==> src/core/dmps_defines.svh <==
// Constants for the dual mode microport slave.
`ifndef DMPS_DEFINES_SVH
`define DMPS_DEFINES_SVH
`define DMPS_CLK_PERIOD_NS    8
`define DMPS_LAT_FAST_CYC     3'h2
`define DMPS_LAT_MED_CYC      3'h3
`define DMPS_LAT_SLOW_CYC     3'h4
`define DMPS_MODE_DSTROBE     1'h1
`define DMPS_ADDR_MEDIUM      3'h4
`define DMPS_ADDR_SHARED      3'h5
`define DMPS_ADDR_RAMCTL      3'h0
`define DMPS_DATA_W           8
`define DMPS_ADDR_W           3
`endif

==> src/core/dmps_pkg.sv <==
// Types for the dual mode microport slave.
package dmps_pkg;
	typedef struct packed {
		logic [2:0] addr;
		logic       write;
		logic       ram;
	} dmps_access_t;
	typedef enum logic [1:0] {
		DMPS_IDLE = 2'b00,
		DMPS_WAIT = 2'b01,
		DMPS_ACK  = 2'b10
	} dmps_state_t;
endpackage : dmps_pkg

==> src/core/dmps_port.sv <==
// Dual mode microport slave top level.
`timescale 1ns/1ns
`include "dmps_defines.svh"
// Operation
// - Separate mode latency from read or store strobe fall
// - Separate fast addresses ready within three clocks
// - Separate address 4 and control 0: four
// - Separate address 0 RAM: five clocks
// - Strobe mode latency to acknowledge fall
// - Strobe fast addresses acknowledged within four clocks
// - Strobe addresses 4, 5, control 0: five
// - Strobe address 0 RAM: six clocks
// - Mode pin one selects data strobe
// - Shared strobe is read or data strobe
// - Acknowledge output is open drain
// - Strobes ignored without chip select
// - Low reset resets; open input inactive
module dmps_port
	import dmps_pkg::*;
(
	input  wire logic                     core_clk_i,
	input  wire logic                     rst_n_i,
	input  wire logic                     bus_mode_i,
	input  wire logic                     chip_select_n_i,
	input  wire logic                     data_strobe_n_i,
	input  wire logic                     store_strobe_n_i,
	input  wire logic [`DMPS_ADDR_W-1:0]  addr_i,
	input  wire logic                     ram_target_i,
	input  wire logic [`DMPS_DATA_W-1:0]  port_data_i,
	output logic [`DMPS_DATA_W-1:0]       port_data_o,
	output logic                          port_data_oe_o,
	output logic                          ack_o,
	output logic                          ack_oe_o,
	output logic                          wr_stb_o,
	output logic                          rd_stb_o,
	output logic [`DMPS_ADDR_W-1:0]       core_addr_o,
	output logic [`DMPS_DATA_W-1:0]       core_wdata_o,
	input  wire logic [`DMPS_DATA_W-1:0]  core_rdata_i
);
	// ------------------------------------------------------------
	// Strobe decode
	// ------------------------------------------------------------
	dmps_state_t  state_q, state_d;
	dmps_access_t acc_q;
	logic [2:0]   cnt_q;
	logic         ds_mode_q;
	logic [7:0]   rdata_q;
	logic [2:0]   lat;
	function automatic logic wait_done(input dmps_state_t st, input logic [2:0] cnt);
		return (st == DMPS_WAIT) && (cnt == 3'h1);
	endfunction : wait_done
	wire last_wait = wait_done(state_q, cnt_q);
	wire wr_fire   = last_wait && acc_q.write;
	wire rd_fire   = last_wait && !acc_q.write;
	wire ds_mode  = (bus_mode_i == `DMPS_MODE_DSTROBE);
	wire sel      = !chip_select_n_i;
	wire rd_req   = sel && !data_strobe_n_i && !ds_mode;
	wire ds_req   = sel && !data_strobe_n_i && ds_mode;
	wire wr_req   = sel && !store_strobe_n_i && !ds_mode;
	wire start    = (state_q == DMPS_IDLE) && (rd_req || wr_req || ds_req);
	wire [2:0] cnt_d = start ? lat : ((cnt_q != 3'h0) ? 3'(cnt_q - 3'h1) : cnt_q);
	wire st_write = ds_mode ? !store_strobe_n_i : wr_req; // store line is read/write in strobe mode
	wire strobe_on = ds_mode_q ? (sel && !data_strobe_n_i)
		: (sel && (acc_q.write ? !store_strobe_n_i : !data_strobe_n_i));
	dmps_access_t acc_new;
	assign acc_new = '{addr: addr_i, write: st_write, ram: ram_target_i};
	// ------------------------------------------------------------
	// Latency lookup
	// ------------------------------------------------------------
	dmps_latency dmps_latency_inst (
		.mode_i (ds_mode),
		.acc_i  (acc_new),
		.lat_o  (lat)
	);
	// ------------------------------------------------------------
	// Sequencer
	// ------------------------------------------------------------
	always_comb begin
		state_d = state_q;
		case (state_q)
			DMPS_IDLE: if (start) state_d = DMPS_WAIT;
			DMPS_WAIT: if (last_wait) state_d = DMPS_ACK;
			DMPS_ACK:  if (!strobe_on) state_d = DMPS_IDLE;
			default:   state_d = DMPS_IDLE;
		endcase
	end
	always_ff @(posedge core_clk_i) begin
		if (!rst_n_i) begin
			state_q <= DMPS_IDLE;
		end else begin
			state_q <= state_d;
		end
	end
	// ------------------------------------------------------------
	// Access capture
	// ------------------------------------------------------------
	always_ff @(posedge core_clk_i) begin
		if (!rst_n_i) begin
			acc_q     <= '0;
			ds_mode_q <= 1'b0;
		end else if (start) begin
			acc_q     <= acc_new;
			ds_mode_q <= ds_mode;
		end
	end
	// ------------------------------------------------------------
	// Wait counter
	// ------------------------------------------------------------
	always_ff @(posedge core_clk_i) begin
		if (!rst_n_i) begin
			cnt_q <= 3'h0;
		end else begin
			cnt_q <= cnt_d;
		end
	end
	// ------------------------------------------------------------
	// Read data
	// ------------------------------------------------------------
	always_ff @(posedge core_clk_i) begin
		if (!rst_n_i) begin
			rdata_q <= 8'h00;
		end else if (rd_fire) begin
			rdata_q <= core_rdata_i;
		end
	end
	// ------------------------------------------------------------
	// Outputs
	// ------------------------------------------------------------
	wire in_ack   = (state_q == DMPS_ACK);
	wire busy_sep = !ds_mode_q && (state_q == DMPS_WAIT);
	wire done_ds  = ds_mode_q && in_ack;
	// Ready is low while busy in separate mode; acknowledge is low when done in strobe mode.
	assign ack_o    = 1'b0;
	assign ack_oe_o = busy_sep || done_ds;
	assign port_data_o    = rdata_q;
	assign port_data_oe_o = in_ack && !acc_q.write && strobe_on;
	assign wr_stb_o     = wr_fire;
	assign rd_stb_o     = rd_fire;
	assign core_addr_o  = acc_q.addr;
	assign core_wdata_o = port_data_i;
	// ------------------------------------------------------------
	// Checks
	// ------------------------------------------------------------
	chk_fast_sep_ready: assert property (
		@(posedge core_clk_i) disable iff (!rst_n_i)
		start && !ds_mode && lat == `DMPS_LAT_FAST_CYC |-> ##3 in_ack
	) else $error("fast ready late");
	chk_med_sep_ready: assert property (
		@(posedge core_clk_i) disable iff (!rst_n_i)
		start && !ds_mode && lat == `DMPS_LAT_MED_CYC |-> ##4 in_ack
	) else $error("medium ready late");
	chk_slow_sep_ready: assert property (
		@(posedge core_clk_i) disable iff (!rst_n_i)
		start && !ds_mode && lat == `DMPS_LAT_SLOW_CYC |-> ##5 in_ack
	) else $error("slow ready late");
	chk_ds_ack_bound: assert property (
		@(posedge core_clk_i) disable iff (!rst_n_i)
		start && ds_mode |-> ##[4:6] (in_ack && ack_oe_o)
	) else $error("acknowledge late");
	chk_ds_ram_lat: assert property (
		@(posedge core_clk_i) disable iff (!rst_n_i)
		start && ds_mode && addr_i == 3'h0 && ram_target_i |-> ##6 in_ack
	) else $error("ram ack timing");
	chk_ds_med_lat: assert property (
		@(posedge core_clk_i) disable iff (!rst_n_i)
		start && ds_mode && addr_i == 3'h5 |-> ##5 in_ack
	) else $error("address five timing");
	chk_no_cs_idle: assert property (
		@(posedge core_clk_i) disable iff (!rst_n_i)
		state_q == DMPS_IDLE && chip_select_n_i |=> state_q == DMPS_IDLE
	) else $error("start without select");
	chk_data_drive: assert property (
		@(posedge core_clk_i) disable iff (!rst_n_i)
		port_data_oe_o |-> !acc_q.write && !chip_select_n_i
	) else $error("data driven outside read");
	chk_ack_opendrain: assert property (
		@(posedge core_clk_i) disable iff (!rst_n_i)
		ack_o == 1'b0
	) else $error("ack driven high");
	chk_ds_fast_lat: assert property (
		@(posedge core_clk_i) disable iff (!rst_n_i)
		start && ds_mode && addr_i inside {3'h1, 3'h2, 3'h3, 3'h6, 3'h7} |-> ##4 in_ack
	) else $error("fast acknowledge timing");
	chk_sep_busy_low: assert property (
		@(posedge core_clk_i) disable iff (!rst_n_i)
		start && !ds_mode |=> ack_oe_o
	) else $error("ready not low while busy");
	chk_sep_ready_high: assert property (
		@(posedge core_clk_i) disable iff (!rst_n_i)
		in_ack && !ds_mode_q |-> !ack_oe_o
	) else $error("ready not released");
	chk_ds_ack_early: assert property (
		@(posedge core_clk_i) disable iff (!rst_n_i)
		start && ds_mode |=> !ack_oe_o
	) else $error("acknowledge too early");
	chk_mode_latch: assert property (
		@(posedge core_clk_i) disable iff (!rst_n_i)
		start |=> ds_mode_q == $past(bus_mode_i)
	) else $error("mode not latched");
	chk_strobe_role: assert property (
		@(posedge core_clk_i) disable iff (!rst_n_i)
		start && !ds_mode && data_strobe_n_i |=> acc_q.write
	) else $error("strobe role wrong");
	chk_reset_idle: assert property (
		@(posedge core_clk_i)
		!rst_n_i |=> state_q == DMPS_IDLE && !ack_oe_o && !port_data_oe_o
	) else $error("reset not idle");
	chk_read_capture: assert property (
		@(posedge core_clk_i) disable iff (!rst_n_i)
		rd_stb_o |=> in_ack && port_data_o == $past(core_rdata_i)
	) else $error("read data not captured");
	chk_ack_hold: assert property (
		@(posedge core_clk_i) disable iff (!rst_n_i)
		in_ack && strobe_on |=> in_ack
	) else $error("acknowledge dropped early");
	chk_idle_quiet: assert property (
		@(posedge core_clk_i) disable iff (!rst_n_i)
		state_q == DMPS_IDLE |-> !ack_oe_o && !port_data_oe_o
	) else $error("idle port drives");
	chk_wait_no_data: assert property (
		@(posedge core_clk_i) disable iff (!rst_n_i)
		state_q == DMPS_WAIT |-> !port_data_oe_o
	) else $error("data driven while waiting");
	chk_sep_addr_five: assert property (
		@(posedge core_clk_i) disable iff (!rst_n_i)
		start && !ds_mode && addr_i == 3'h5 |-> ##3 in_ack
	) else $error("address five ready late");
endmodule : dmps_port

==> src/core/dmps_latency.sv <==
// Latency selector for an access, by mode, address and target.
`timescale 1ns/1ns
`include "dmps_defines.svh"
module dmps_latency
	import dmps_pkg::*;
(
	input  wire logic         mode_i,
	input  wire dmps_access_t acc_i,
	output logic [2:0]        lat_o
);
	wire is_ram  = (acc_i.addr == `DMPS_ADDR_RAMCTL) && acc_i.ram;
	wire is_med  = (acc_i.addr == `DMPS_ADDR_MEDIUM) || (acc_i.addr == `DMPS_ADDR_RAMCTL);
	wire med_ds  = is_med || (acc_i.addr == `DMPS_ADDR_SHARED);
	wire [2:0] base = is_ram ? `DMPS_LAT_SLOW_CYC : (is_med ? `DMPS_LAT_MED_CYC : `DMPS_LAT_FAST_CYC);
	wire [2:0] base_ds = is_ram ? `DMPS_LAT_SLOW_CYC : (med_ds ? `DMPS_LAT_MED_CYC : `DMPS_LAT_FAST_CYC);
	// Data strobe mode adds one cycle to every class.
	assign lat_o = (mode_i == `DMPS_MODE_DSTROBE) ? 3'(base_ds + 3'h1) : base;
endmodule : dmps_latency

==> config.mk <==
export PLATFORM = sky130hd
export DESIGN_NAME = dmps_port
export DESIGN_NICKNAME = d
export VERILOG_FILES = /design/src/core/dmps_pkg.sv /design/src/core/dmps_port.sv /design/src/core/dmps_latency.sv
export VERILOG_INCLUDE_DIRS = /design/src /design/src/core
export SDC_FILE = /design/constraint.sdc
export NUM_CORES = 1
export LEC_CHECK = 0
export BUFFER_PORTS_ARGS = -buffer_cell sky130_fd_sc_hd__buf_2
export CAP_MARGIN = 40
export CORE_UTILIZATION = 27
export DETAILED_ROUTE_END_ITERATION = 7
export HOLD_SLACK_MARGIN = 0.1
export PLACE_DENSITY_LB_ADDON = 0.05
export SYNTH_ARGS = -nofsm -noshare
export SYNTH_HDL_FRONTEND = slang
export SYNTH_HIERARCHICAL = 1
export SYNTH_SLANG_ARGS = --single-unit
==> constraint.sdc <==
create_clock -name core_clk_i -period 1.1 [get_ports core_clk_i]
set_input_delay 0.11 -clock core_clk_i [delete_from_list [all_inputs] [get_ports core_clk_i]]
set_output_delay 0.11 -clock core_clk_i [all_outputs]
set_load 0.01 [all_outputs]
---- Yosys cells after proc, flatten, opt, wreduce, memory -nomap -nowiden ----
Cells that the tools add are included.
word-level totals
  register bits after elaboration ......... 18
  bits of input ports ..................... 26
cells by class
  add/subtract/negate cells ............... 2
  mux-type cells .......................... 14
  equal/unequal tests ..................... 8
  reductions and logical operators ........ 31
operator list
  kind                                               count
  logical AND 1 bit                                  15
  two-way mux 3 bit                                  5
  == test 3 bit (second input constant)              2
  logical NOT 1 bit                                  6
  two-way mux 2 bit                                  3
  inequality test 2 bit (second input constant)      3
  one-hot mux 2 bit (3 select lines)                 1
  logical OR 1 bit                                   5
  two-way mux 1 bit                                  5
  adder 3 x 1 -> 3 bit (second input constant)       1
  == test 3 x 1 -> 1 bit (second input constant)     1
  logical NOT 3 bit                                  1
  AND reduction 3 bit                                1
  nonzero test 3 bit                                 1
  subtractor 3 x 1 -> 3 bit (second input constant)  1
  == test 2 x 1 -> 1 bit (second input constant)     1
  == test 2 bit (second input constant)              1
  logical NOT 2 bit                                  1
  nonzero test 2 bit                                 1

---- Depth between registers and ports, before layout ----
Gate-level depths: netlist (run 1).
  depth after elaboration ................. 8
  mapped depth ............................ 7

---- Modules after synthesis ----
Netlist (run 1), hierarchy kept.
by module, submodules not included
  module        area an instance (um^2)  seq. area each (um^2)  instances  cells each
  dmps_port     957.2                    360.3                  1          99
  dmps_latency  61.3                     0.0                    1          10

---- Worst setup path after synthesis (run 1) ----
No wires, ideal clock.
  path type ............................... register to register
  from .................................... register cnt_q[1]
  to ...................................... register rdata_q[0] (netlist: port_data_o[0])
  data required time ...................... 0.984 ns
  path buffers ............................ 1
  path slack .............................. -0.137 ns
  arrival time ............................ 1.121 ns
  library setup time ...................... 0.116 ns
  cell stages (with the launch flop) ...... 8
  cell sequence ........................... dfxtp_1 -> inv_1 -> ha_1 -> nand2b_1 -> nor3_2 -> buf_6 -> mux2i_1 -> nor2b_1
between the ends
  cells in the longest elaborated chain, start to end .. 3
RTL lines
  element                 RTL line          text
  start, declared         dmps_port.sv:45   logic [2:0] cnt_q;
  start signal, assigned  dmps_port.sv:113  cnt_q <= cnt_d;
  == test 3 x 1 -> 1 bit  dmps_port.sv:50   return (st == DMPS_WAIT) && (cnt == 3'h1);
  logical AND 1 bit       dmps_port.sv:50
  logical AND 1 bit       dmps_port.sv:54   wire rd_fire = last_wait && !acc_q.write;
  via rd_stb_o            dmps_port.sv:35   output logic rd_stb_o,
  end signal, assigned    dmps_port.sv:123  rdata_q <= core_rdata_i;
  end, declared           dmps_port.sv:47   logic [7:0] rdata_q;
The timed path passes the listed nets, and every way through them passes these cells.
A chain may end at the register's enable or synchronous reset.

---- Worst setup path in the final report (run 1) ----
  from .................................... register cnt_q[0]
  to ...................................... output wr_stb_o
between the ends
  cells in the longest elaborated chain, start to end .. 3
RTL lines
  element                 RTL line         text
  == test 3 x 1 -> 1 bit  dmps_port.sv:50
  logical AND 1 bit       dmps_port.sv:50
  logical AND 1 bit       dmps_port.sv:53  wire wr_fire = last_wait && acc_q.write;
  end, declared           dmps_port.sv:34  output logic wr_stb_o,
No other way between the ends.

==> results of run 1 <==
==> Yosys cell counts, types with 2 or more instances <==
cell      instances
a21boi_0          2
a21oi_1           2
buf_4            12
dfxtp_1          18
ha_1              3
inv_1             4
mux2i_1          16
nand2_1           3
nand2b_1          3
nor2_1            4
nor2b_1          17
nor3_2            2
o21a_1            2
o21ai_0           2
==> metal layers <==
layer / up-vias / track usage, %
li1: 426 / -
met1: 367 / 14.8
met2: 24 / 18.0
met3: 6 / 2.54
met4: 0 / 5.97
met5: - / 0
==> stage by stage <==
step	area (µm²)	TNS (ns)	total power, mW	hold slack (ns)
2_1_floorplan	1050	-1.06	1.43	0.238
3_3_place_gp	1240	-2.36	1.63	0.220
4_1_cts	1400	-3.83	2.37	0.106
3_5_place_dp	1240	-2.72	1.64	0.220
5_1_grt	1480	-4.73	2.58	0.112
6_report	1480	-3.34	2.40	0.111
==> cell families (layout without fill, tap and decap cells) <==
group | after synthesis | count (layout) | share of synthesized area [%]
AOI/OAI and AO/OA | 13 | 13 | 8.48
xor gates and xnor gates | 1 | 1 | 0.860
adders and majority gates | 3 | 3 | 3.69
buffers and inverters | 19 | 56 | 12.2
DFF | 18 | 18 | 35.4
muxes | 16 | 16 | 15.7
other | 1 | 1 | 0.368
and+or+nand+nor | 38 | 39 | 23.3
==> flip-flops by register name, summed over array words and instances, names as in the netlist <==
signal,cells
acc_q,1
cnt_q,3
core_addr_o,3
ds_mode_q,1
port_data_o,8
state_q,2
==> worst paths after layout <==
check / start / endpoint / slack [ns] / cells past startpoint
worst max register to register: state_q[0]$_SDFFE_PN0P_ / port_data_o[2]$_SDFFE_PN0P_ / -0.20 / 7
worst min-delay path: core_rdata_i[4] / port_data_o[4]$_SDFFE_PN0P_ / 0.11 / 3
worst max-delay path: cnt_q[0]$_SDFFE_PN0P_ / wr_stb_o / -0.28 / 6
worst min register to register: port_data_o[6]$_SDFFE_PN0P_ / port_data_o[6]$_SDFFE_PN0P_ / 0.52 / 2
==> area by class of cell <==
type	instances	area [µm²]
Multi-Input combinational cell	73	652
Tap cell	46	57.6
Sequential cell	18	372
Clock buffer	4	55.1
Inverter	5	18.8
Timing Repair Buffer	47	323
Fill cell	344	1990
==> what timing repair did <==
action / 4_1_cts / 5_1_grt
gates resized for setup: 17 / 16
endpoints found under the setup margin: 21 / 22
hold buffers: 0 / 0
buffers inserted: 4 / 3
pin swaps: 7 / 11
gates cloned: 1 / 0
hold endpoints to repair: 0 / 0
==> critical path, cell delays in order, from the launching register on <==
cell and delay [ns]:
dfxtp_4 0.38, ha_4 0.14, nand2b_4 0.06, buf_6 0.12, nor2_4 0.08, and2_4 0.14, buf_6 0.09
==> cells in the final DEF (no fill, tap or decap), drive strengths merged, types with 3 or more instances in the layout <==
| cell type | n |
|---|---|
| inv | 5 |
| nor3 | 3 |
| buf | 47 |
| ha | 3 |
| a21oi | 3 |
| nor2 | 4 |
| nor2b | 18 |
| nand2 | 5 |
| clkbuf | 4 |
| nand2b | 4 |
| mux2i | 16 |
| dfxtp | 18 |
| o21ai | 3 |
==> where the power goes <==
part	leakage (nW)	internal, mW	switching (mW)
Combinational	0.483	0.579	0.453
Clock	0.0288	0.318	0.226
Sequential	0.149	0.752	0.0703
Total	0.661	1.65	0.749
==> flow_metrics.py, run 1 <==
metrics = {
    "setup_path": {
        "startpoint_type": "flop",
        "required_ns": 0.99,
        "path_max_fanout": 3,
        "crit_type": "flop to primary output",
        "end_kind": "primary output",
        "arrival_ns": 1.27,
    },
    "floorplan": {
        "rows": 21,
        "core_area_um2": 3470,
        "num_io_pins": 50,
        "start_util_pct": 29.4,
        "die_x_um": 63.4,
        "die_area_um2": 4020,
        "die_h_um": 63.4,
    },
    "sta": {
        "fmax_ghz": 0.724,
        "hold_viol": 0,
        "fin_skew_ns": 0.00534,
        "layout_min_cycle_time_ns": 1.38,
        "setup_ws_ns": -0.281,
        "slew_violations": 0,
        "relSlewSlack_pct": 52.6,
        "rsz0062_at_grt": "true",
        "finalCritPeriodShare_pct": 126,
        "setup_viol": 20,
        "tightest_slew_ns": 0.703,
    },
    "synth": {
        "yosysUniqueCellTypes": 33,
        "yosys.area.top_type": "dfxtp_1",
        "netlist_instances": 109,
        "netlist.area_leader.share_pct": 35.4,
        "synth_edf_count": 0,
        "synth_warnings": 6,
        "async_flop_share_pct": 0,
        "synth_flop_cell": "dfxtp_1",
        "yosysSeqAreaShare_pct": 35.4,
        "netlist_top_cells_area": "dfxtp_1 (35%), mux2i_1 (16%), nor2b_1 (10%), buf_4 (8.8%), ha_1 (3.7%)",
        "synth.avg_cell_area_um2": 9.34,
        "ys_seq_elements": 18,
        "syn-num-nets": 138,
        "synth_area_um2": 1020,
    },
    "cts": {
        "root_buffer": "clkbuf_8",
        "h-tree-depth": 1,
        "cts.reportedPaths.clkPinSlew_ns": 0.07,
        "cts_sinks": 18,
        "cts_tree": "yes",
        "cts_buffers": 3,
        "clkLatencyLatePin_ns": 0.26,
        "clockBufferDepth": 2,
    },
    "layout": {
        "final_nets": 177,
        "fin_util_pct": 42.6,
        "n_antenna_cell": 0,
        "stdcell_count": 193,
        "drive_gt1_share_pct": 53.7,
        "syn_to_final_growth_pct": 45.1,
    },
    "detailed_routing": {
        "viasPerCell": 4.26,
        "vias": 823,
        "first_pass_iters": 3,
        "drtAntennaViolNets": 0,
        "wire_per_inst_um": 11.5,
        "met2WireLength_um": 999,
        "drt-initial-drc-count": 16,
        "met1_length_mm": 1.06,
        "met3WireLength_um": 124,
        "drc": 0,
        "drt_wl_total_mm": 2.22,
        "highest_layer": "met4",
    },
    "grt": {
        "first_global_vias": 791,
        "grt_max_degree": 19,
        "overflow": 0,
        "grt_pass1_wl_mm": 3.62,
        "grtUsageTotal_pct": 11.6,
        "antenna_found_initial": 0,
    },
    "placement": {
        "gp_congestion": 0.711,
        "hpwlAfterDp_mm": 1.52,
        "dp.cells": 183,
        "post-place-ws_ns": -0.205,
        "portBuffers": 32,
    },
    "worst_hold_path": {
        "hp-class": "input port to flop",
    },
    "pwr": {
        "p_leak_nw": 0.661,
        "vdd_ir_drop_max_mv": 0.679,
        "powerDensity_nw_per_um2": 1620,
    },
    "run_status": {
        "failed_checks": "setup timing",
        "status": "finished, violations left",
    },
    "run": {
        "cap_violations": 0,
    },
}
No activity file was read; power rests on OpenSTA's default activity.
==> inputs of run 2 (changes only) <==
==> constraint.sdc (replaced) <==
create_clock -name core_clk_i -period 1.1 [get_ports core_clk_i]
set_input_delay 0.165 -clock core_clk_i [delete_from_list [all_inputs] [get_ports core_clk_i]]
set_output_delay 0.165 -clock core_clk_i [all_outputs]
set_load 0.01 [all_outputs]
==> run 2 against run 1 <==
  * The flow still finishes with violations (setup timing)
  * Fmax is 1.3% lower
  * Sequential share of layout area is 0.78 points higher
  * Global-route usage is 0.59 points higher
  * Clock skew hardly changed
  * Via count is 0.61% higher
==> flow_metrics.py, run 2 (synthesized netlist as in run 1, its figures left out) <==
metrics = {
    "layout": {
        "final.fill_count": 364,
        "n_antenna_cell": 0,
        "multi_input_area_um2": 622,
        "mostFrequentLayoutCell": "buf_2",
        "final_nets": 178,
        "layout_common_cells": "buf_2 (30), mux2i_1 (16), nor2b_1 (16), dfxtp_1 (13), buf_6 (10)",
        "drive_gt1_share_pct": 50.0,
        "syn_to_final_growth_pct": 41.6,
        "regArea_um2": 374,
        "largest_reg_flops": 8,
    },
    "placement": {
        "portBuffers": 32,
        "post-place-ws_ns": -0.202,
        "hpwlAfterDp_mm": 1.56,
        "gp_congestion": 0.711,
    },
    "detailed_routing": {
        "first_pass_iters": 4,
        "drt_wl_total_mm": 2.17,
        "wire_per_inst_um": 11.2,
        "drtAntennaViolNets": 0,
        "vias": 828,
        "viasPerCell": 4.27,
        "drt-initial-drc-count": 28,
        "drc": 0,
    },
    "sta": {
        "finalCritPeriodShare_pct": 127,
        "hold_viol": 0,
        "tightest_slew_ns": 0.554,
        "slew_violations": 0,
        "relSlewSlack_pct": 62.7,
        "fin_skew_ns": 0.00514,
        "layout_min_cycle_time_ns": 1.40,
        "setup_viol": 20,
        "rsz0062_at_grt": "true",
        "setup_tns_ns": -3.11,
        "fmax_ghz": 0.715,
        "setup_ws_ns": -0.298,
    },
    "setup_path": {
        "end_kind": "primary output",
        "worstRegToRegCells": 9,
        "reg2reg_slack_ns": -0.27,
        "arrival_ns": 1.23,
        "startpoint_type": "flop",
        "path_max_fanout": 2,
        "crit_type": "flop to primary output",
        "required_ns": 0.94,
    },
    "floorplan": {
        "start_util_pct": 29.4,
        "die_h_um": 63.4,
        "core_area_um2": 3470,
        "rows": 21,
        "die_area_um2": 4020,
        "die_x_um": 63.4,
        "num_io_pins": 50,
    },
    "grt": {
        "use_met2_pct": 20.3,
        "top_usage_layer": "met2",
        "first_global_vias": 825,
        "grt_max_degree": 19,
        "grtUsageTotal_pct": 12.2,
        "overflow": 0,
        "grt_pass1_wl_mm": 3.78,
        "antenna_found_initial": 0,
        "grt_use_met3_pct": 3.99,
        "met1_usage_pct": 14.7,
    },
    "cts": {
        "cts_buffers": 3,
        "cts_sinks": 18,
        "cts_tree": "yes",
        "cts.reportedPaths.clkPinSlew_ns": 0.07,
        "h-tree-depth": 1,
        "clkLatencyLatePin_ns": 0.25,
        "root_buffer": "clkbuf_8",
        "clockBufferDepth": 2,
    },
    "run": {
        "cap_violations": 0,
    },
    "worst_hold_path": {
        "hold_path_depth": 3,
        "hp-class": "input port to flop",
    },
    "run_status": {
        "failed_checks": "setup timing",
        "status": "finished, violations left",
    },
    "pwr": {
        "powerDensity_nw_per_um2": 1640,
        "total_power_mw": 2.37,
        "vdd_ir_drop_max_mv": 0.772,
        "p_leak_nw": 0.656,
    },
}
-- run 2: path summary, 6_finish.rpt --
check	startpoint	endpoint
max	cnt_q[0]$_SDFFE_PN0P_	wr_stb_o
min	core_rdata_i[4]	port_data_o[4]$_SDFFE_PN0P_
max reg2reg	cnt_q[1]$_SDFFE_PN0P_	cnt_q[2]$_SDFFE_PN0P_
min reg2reg	port_data_o[1]$_SDFFE_PN0P_	port_data_o[1]$_SDFFE_PN0P_
-- run 2: power breakdown --
| part | internal [mW] | switching (mW) | leakage [nW] |
|---|---|---|---|
| sequential | 0.751 | 0.0682 | 0.149 |
| clock | 0.257 | 0.221 | 0.0228 |
| combinational | 0.615 | 0.459 | 0.484 |
-- run 2: timing repair --
| action | 4_1_cts | 5_1_grt |
|---|---|---|
| endpoints found under the setup margin | 21 | 22 |
| buffers inserted | 4 | 3 |
| gates resized for setup | 23 | 7 |
| cloned | 1 | 0 |
| pin swaps | 8 | 4 |
| hold buffers | 0 | 0 |
-- run 2: through the flow --
| stage | utilization (%) | hold slack (ns) | instance area, µm² | std cells |
|---|---|---|---|---|
| 3_5_place_dp | 35.7 | 0.330 | 1240 | 183 |
| 3_3_place_gp | 35.7 | 0.330 | 1240 | 183 |
| 4_1_cts | 40.7 | 0.162 | 1410 | 192 |
| 6_report | 41.6 | 0.165 | 1440 | 194 |
| 2_1_floorplan | - | 0.293 | 1050 | 109 |
| 5_1_grt | 41.6 | 0.188 | 1440 | 194 |
-- run 2: per-layer routing --
metal	part of all wire, %	vias up
met4	0.88	0
met5	0	-
met2	46	22
met1	47	373
li1	-	427
met3	5.4	6
-- run 2: area by class of cell --
type	count	share of cell area [%]
multi-input cells	73	43.1
inverters	5	1.47
clock buffers	4	3.12
repair buffers	48	22.4
flip-flops and latches	18	25.9
well taps	46	3.99
-- run 2: worst max-delay path: stages, from the launching register on --
cell and delay, ns:
dfxtp_4 0.37, ha_4 0.14, nand2b_4 0.06, buf_6 0.12, nor2_4 0.07, and2_4 0.14
buf_6 0.09
==> inputs of run 3 (changes only) <==
Clock period 1.1 ns to 1.25 ns, I/O delays scaled along.
==> run 3 against run 2 <==
  * The run still ends with setup timing left
  * Clock power fell by 1%
  * Cell count shrank 2.6%
  * Critical path depth fell by 3
  * Combinational power shrank 17%
  * Register-to-register slack improved by 0.19 ns
  * Largest power group unchanged
  * Clock-buffer cell count unchanged
  * Non-clock buffer count shrank 4
  * Global-route usage shrank 1.1 points
  * Critical endpoint is now ack_oe_o
  * Cell area fell by 2.4%
  * Worst setup slack better by 0.17 ns
  * Clock skew fell by 0.0022 ns
  * Highest routed layer unchanged
  * Routed wire length decreased by 3.3%
==> flow_metrics.py, run 3 (synthesized netlist as in run 1, its figures left out) <==
metrics = {
    "run_status": {
        "status": "finished, violations left",
        "failed_checks": "setup timing",
    },
    "setup_path": {
        "path_max_fanout": 5,
        "r2r_start": "cnt_q[1]$_SDFFE_PN0P_",
        "arrival_ns": 1.19,
        "startpoint_type": "flop",
        "worstRegToRegCells": 8,
        "crit_type": "flop to primary output",
        "required_ns": 1.06,
        "startpoint": "state_q[0]$_SDFFE_PN0P_",
        "end_kind": "primary output",
    },
    "detailed_routing": {
        "drc": 0,
        "first_pass_iters": 3,
        "viasPerCell": 4.23,
        "drt_wl_total_mm": 2.10,
        "vias": 799,
        "drt-initial-drc-count": 16,
        "drtAntennaViolNets": 0,
        "wire_per_inst_um": 11.1,
    },
    "layout": {
        "layout_common_cells": "buf_2 (30), mux2i_1 (16), nor2b_1 (16), dfxtp_1 (13), buf_4 (7)",
        "mostFrequentLayoutCell": "buf_2",
        "syn_to_final_growth_pct": 38.2,
        "n_antenna_cell": 0,
        "regArea_um2": 374,
        "final.fill_count": 372,
        "fin_area_um2": 1410,
        "largest_reg_flops": 8,
        "drive_gt1_share_pct": 49.0,
        "final_nets": 173,
        "multi_input_area_um2": 617,
    },
    "floorplan": {
        "die_h_um": 63.4,
        "start_util_pct": 29.4,
        "num_io_pins": 50,
        "die_x_um": 63.4,
        "rows": 21,
        "die_area_um2": 4020,
        "core_area_um2": 3470,
    },
    "worst_hold_path": {
        "hp-class": "input port to flop",
        "hold_start": "core_rdata_i[2]",
        "hold_path_depth": 3,
    },
    "pwr": {
        "p_leak_nw": 0.642,
        "powerDensity_nw_per_um2": 1480,
        "vdd_ir_drop_max_mv": 0.654,
    },
    "cts": {
        "h-tree-depth": 1,
        "cts_sinks": 18,
        "cts.reportedPaths.clkPinSlew_ns": 0.07,
        "clockBufferDepth": 2,
        "root_buffer": "clkbuf_8",
        "cts_tree": "yes",
        "cts_buffers": 3,
        "clkLatencyLatePin_ns": 0.25,
    },
    "sta": {
        "fin_skew_ns": 0.00292,
        "finalCritPeriodShare_pct": 110,
        "hold_viol": 0,
        "fmax_ghz": 0.727,
        "setup_tns_ns": -0.911,
        "rsz0062_at_grt": "true",
        "setup_viol": 12,
        "setup_ws_ns": -0.125,
        "layout_min_cycle_time_ns": 1.38,
        "slew_violations": 0,
        "holdWs_ns": 0.194,
    },
    "grt": {
        "grt_max_degree": 19,
        "grt_use_met3_pct": 3.62,
        "use_met2_pct": 17.7,
        "grtUsageTotal_pct": 11.1,
        "top_usage_layer": "met2",
        "met1_usage_pct": 14.7,
        "first_global_vias": 817,
        "grt_pass1_wl_mm": 3.59,
        "antenna_found_initial": 0,
        "overflow": 0,
    },
    "placement": {
        "gp_congestion": 0.760,
        "post-place-ws_ns": -0.106,
        "hpwlAfterDp_mm": 1.57,
        "portBuffers": 32,
        "place_area_um2": 1190,
    },
    "run": {
        "cap_violations": 0,
    },
}
==> run 3: worst paths after layout <==
path / endpoint / slack, ns
hold reg to reg: port_data_o[7]$_SDFFE_PN0P_ / 0.51
hold / removal: port_data_o[2]$_SDFFE_PN0P_ / 0.19
setup / recovery: ack_oe_o / -0.13
setup reg to reg: port_data_o[4]$_SDFFE_PN0P_ / -0.08
==> run 3: worst max-delay path, stage by stage (launching register included) <==
cell     delay [ns]
dfxtp_4        0.39
or2b_1         0.23
o22ai_1        0.16
buf_2          0.15
==> run 3: what timing repair did <==
item                                    4_1_cts  5_1_grt
pin swaps                                     1        1
buffers inserted                              2        2
hold buffers                                  0        0
cloned                                        0        0
resized for setup                            16       20
endpoints found under the setup margin       14       20
==> run 3: final cells by class <==
cell class	instances	area share, %
Inverter	5	1.33
Multi-Input combinational cell	72	43.8
Tap cell	46	4.09
Sequential cell	18	26.6
Timing Repair Buffer	44	20.3
Clock buffer	4	3.91
==> run 3: metal layers <==
layer / share of wire (%) / up-vias
met5: 0 / -
met4: 0.48 / 0
met3: 5.4 / 4
met2: 44 / 23
met1: 50 / 355
li1: - / 417
==> run 3: where the power goes <==
part	switching [mW]	internal (mW)	leakage [nW]
Combinational	0.390	0.495	0.463
Sequential	0.0641	0.661	0.149
Clock	0.191	0.279	0.0288
Total	0.645	1.43	0.642
==> run 3: metrics by stage <==
stage / cells / power [mW] / utilization, %
4_1_cts: 187 / 1.97 / 38.2
3_3_place_gp: 181 / 1.33 / 34.3
6_report: 189 / 2.08 / 40.6
2_1_floorplan: 109 / 1.16 / -
5_1_grt: 189 / 2.24 / 40.6
3_5_place_dp: 181 / 1.34 / 34.3
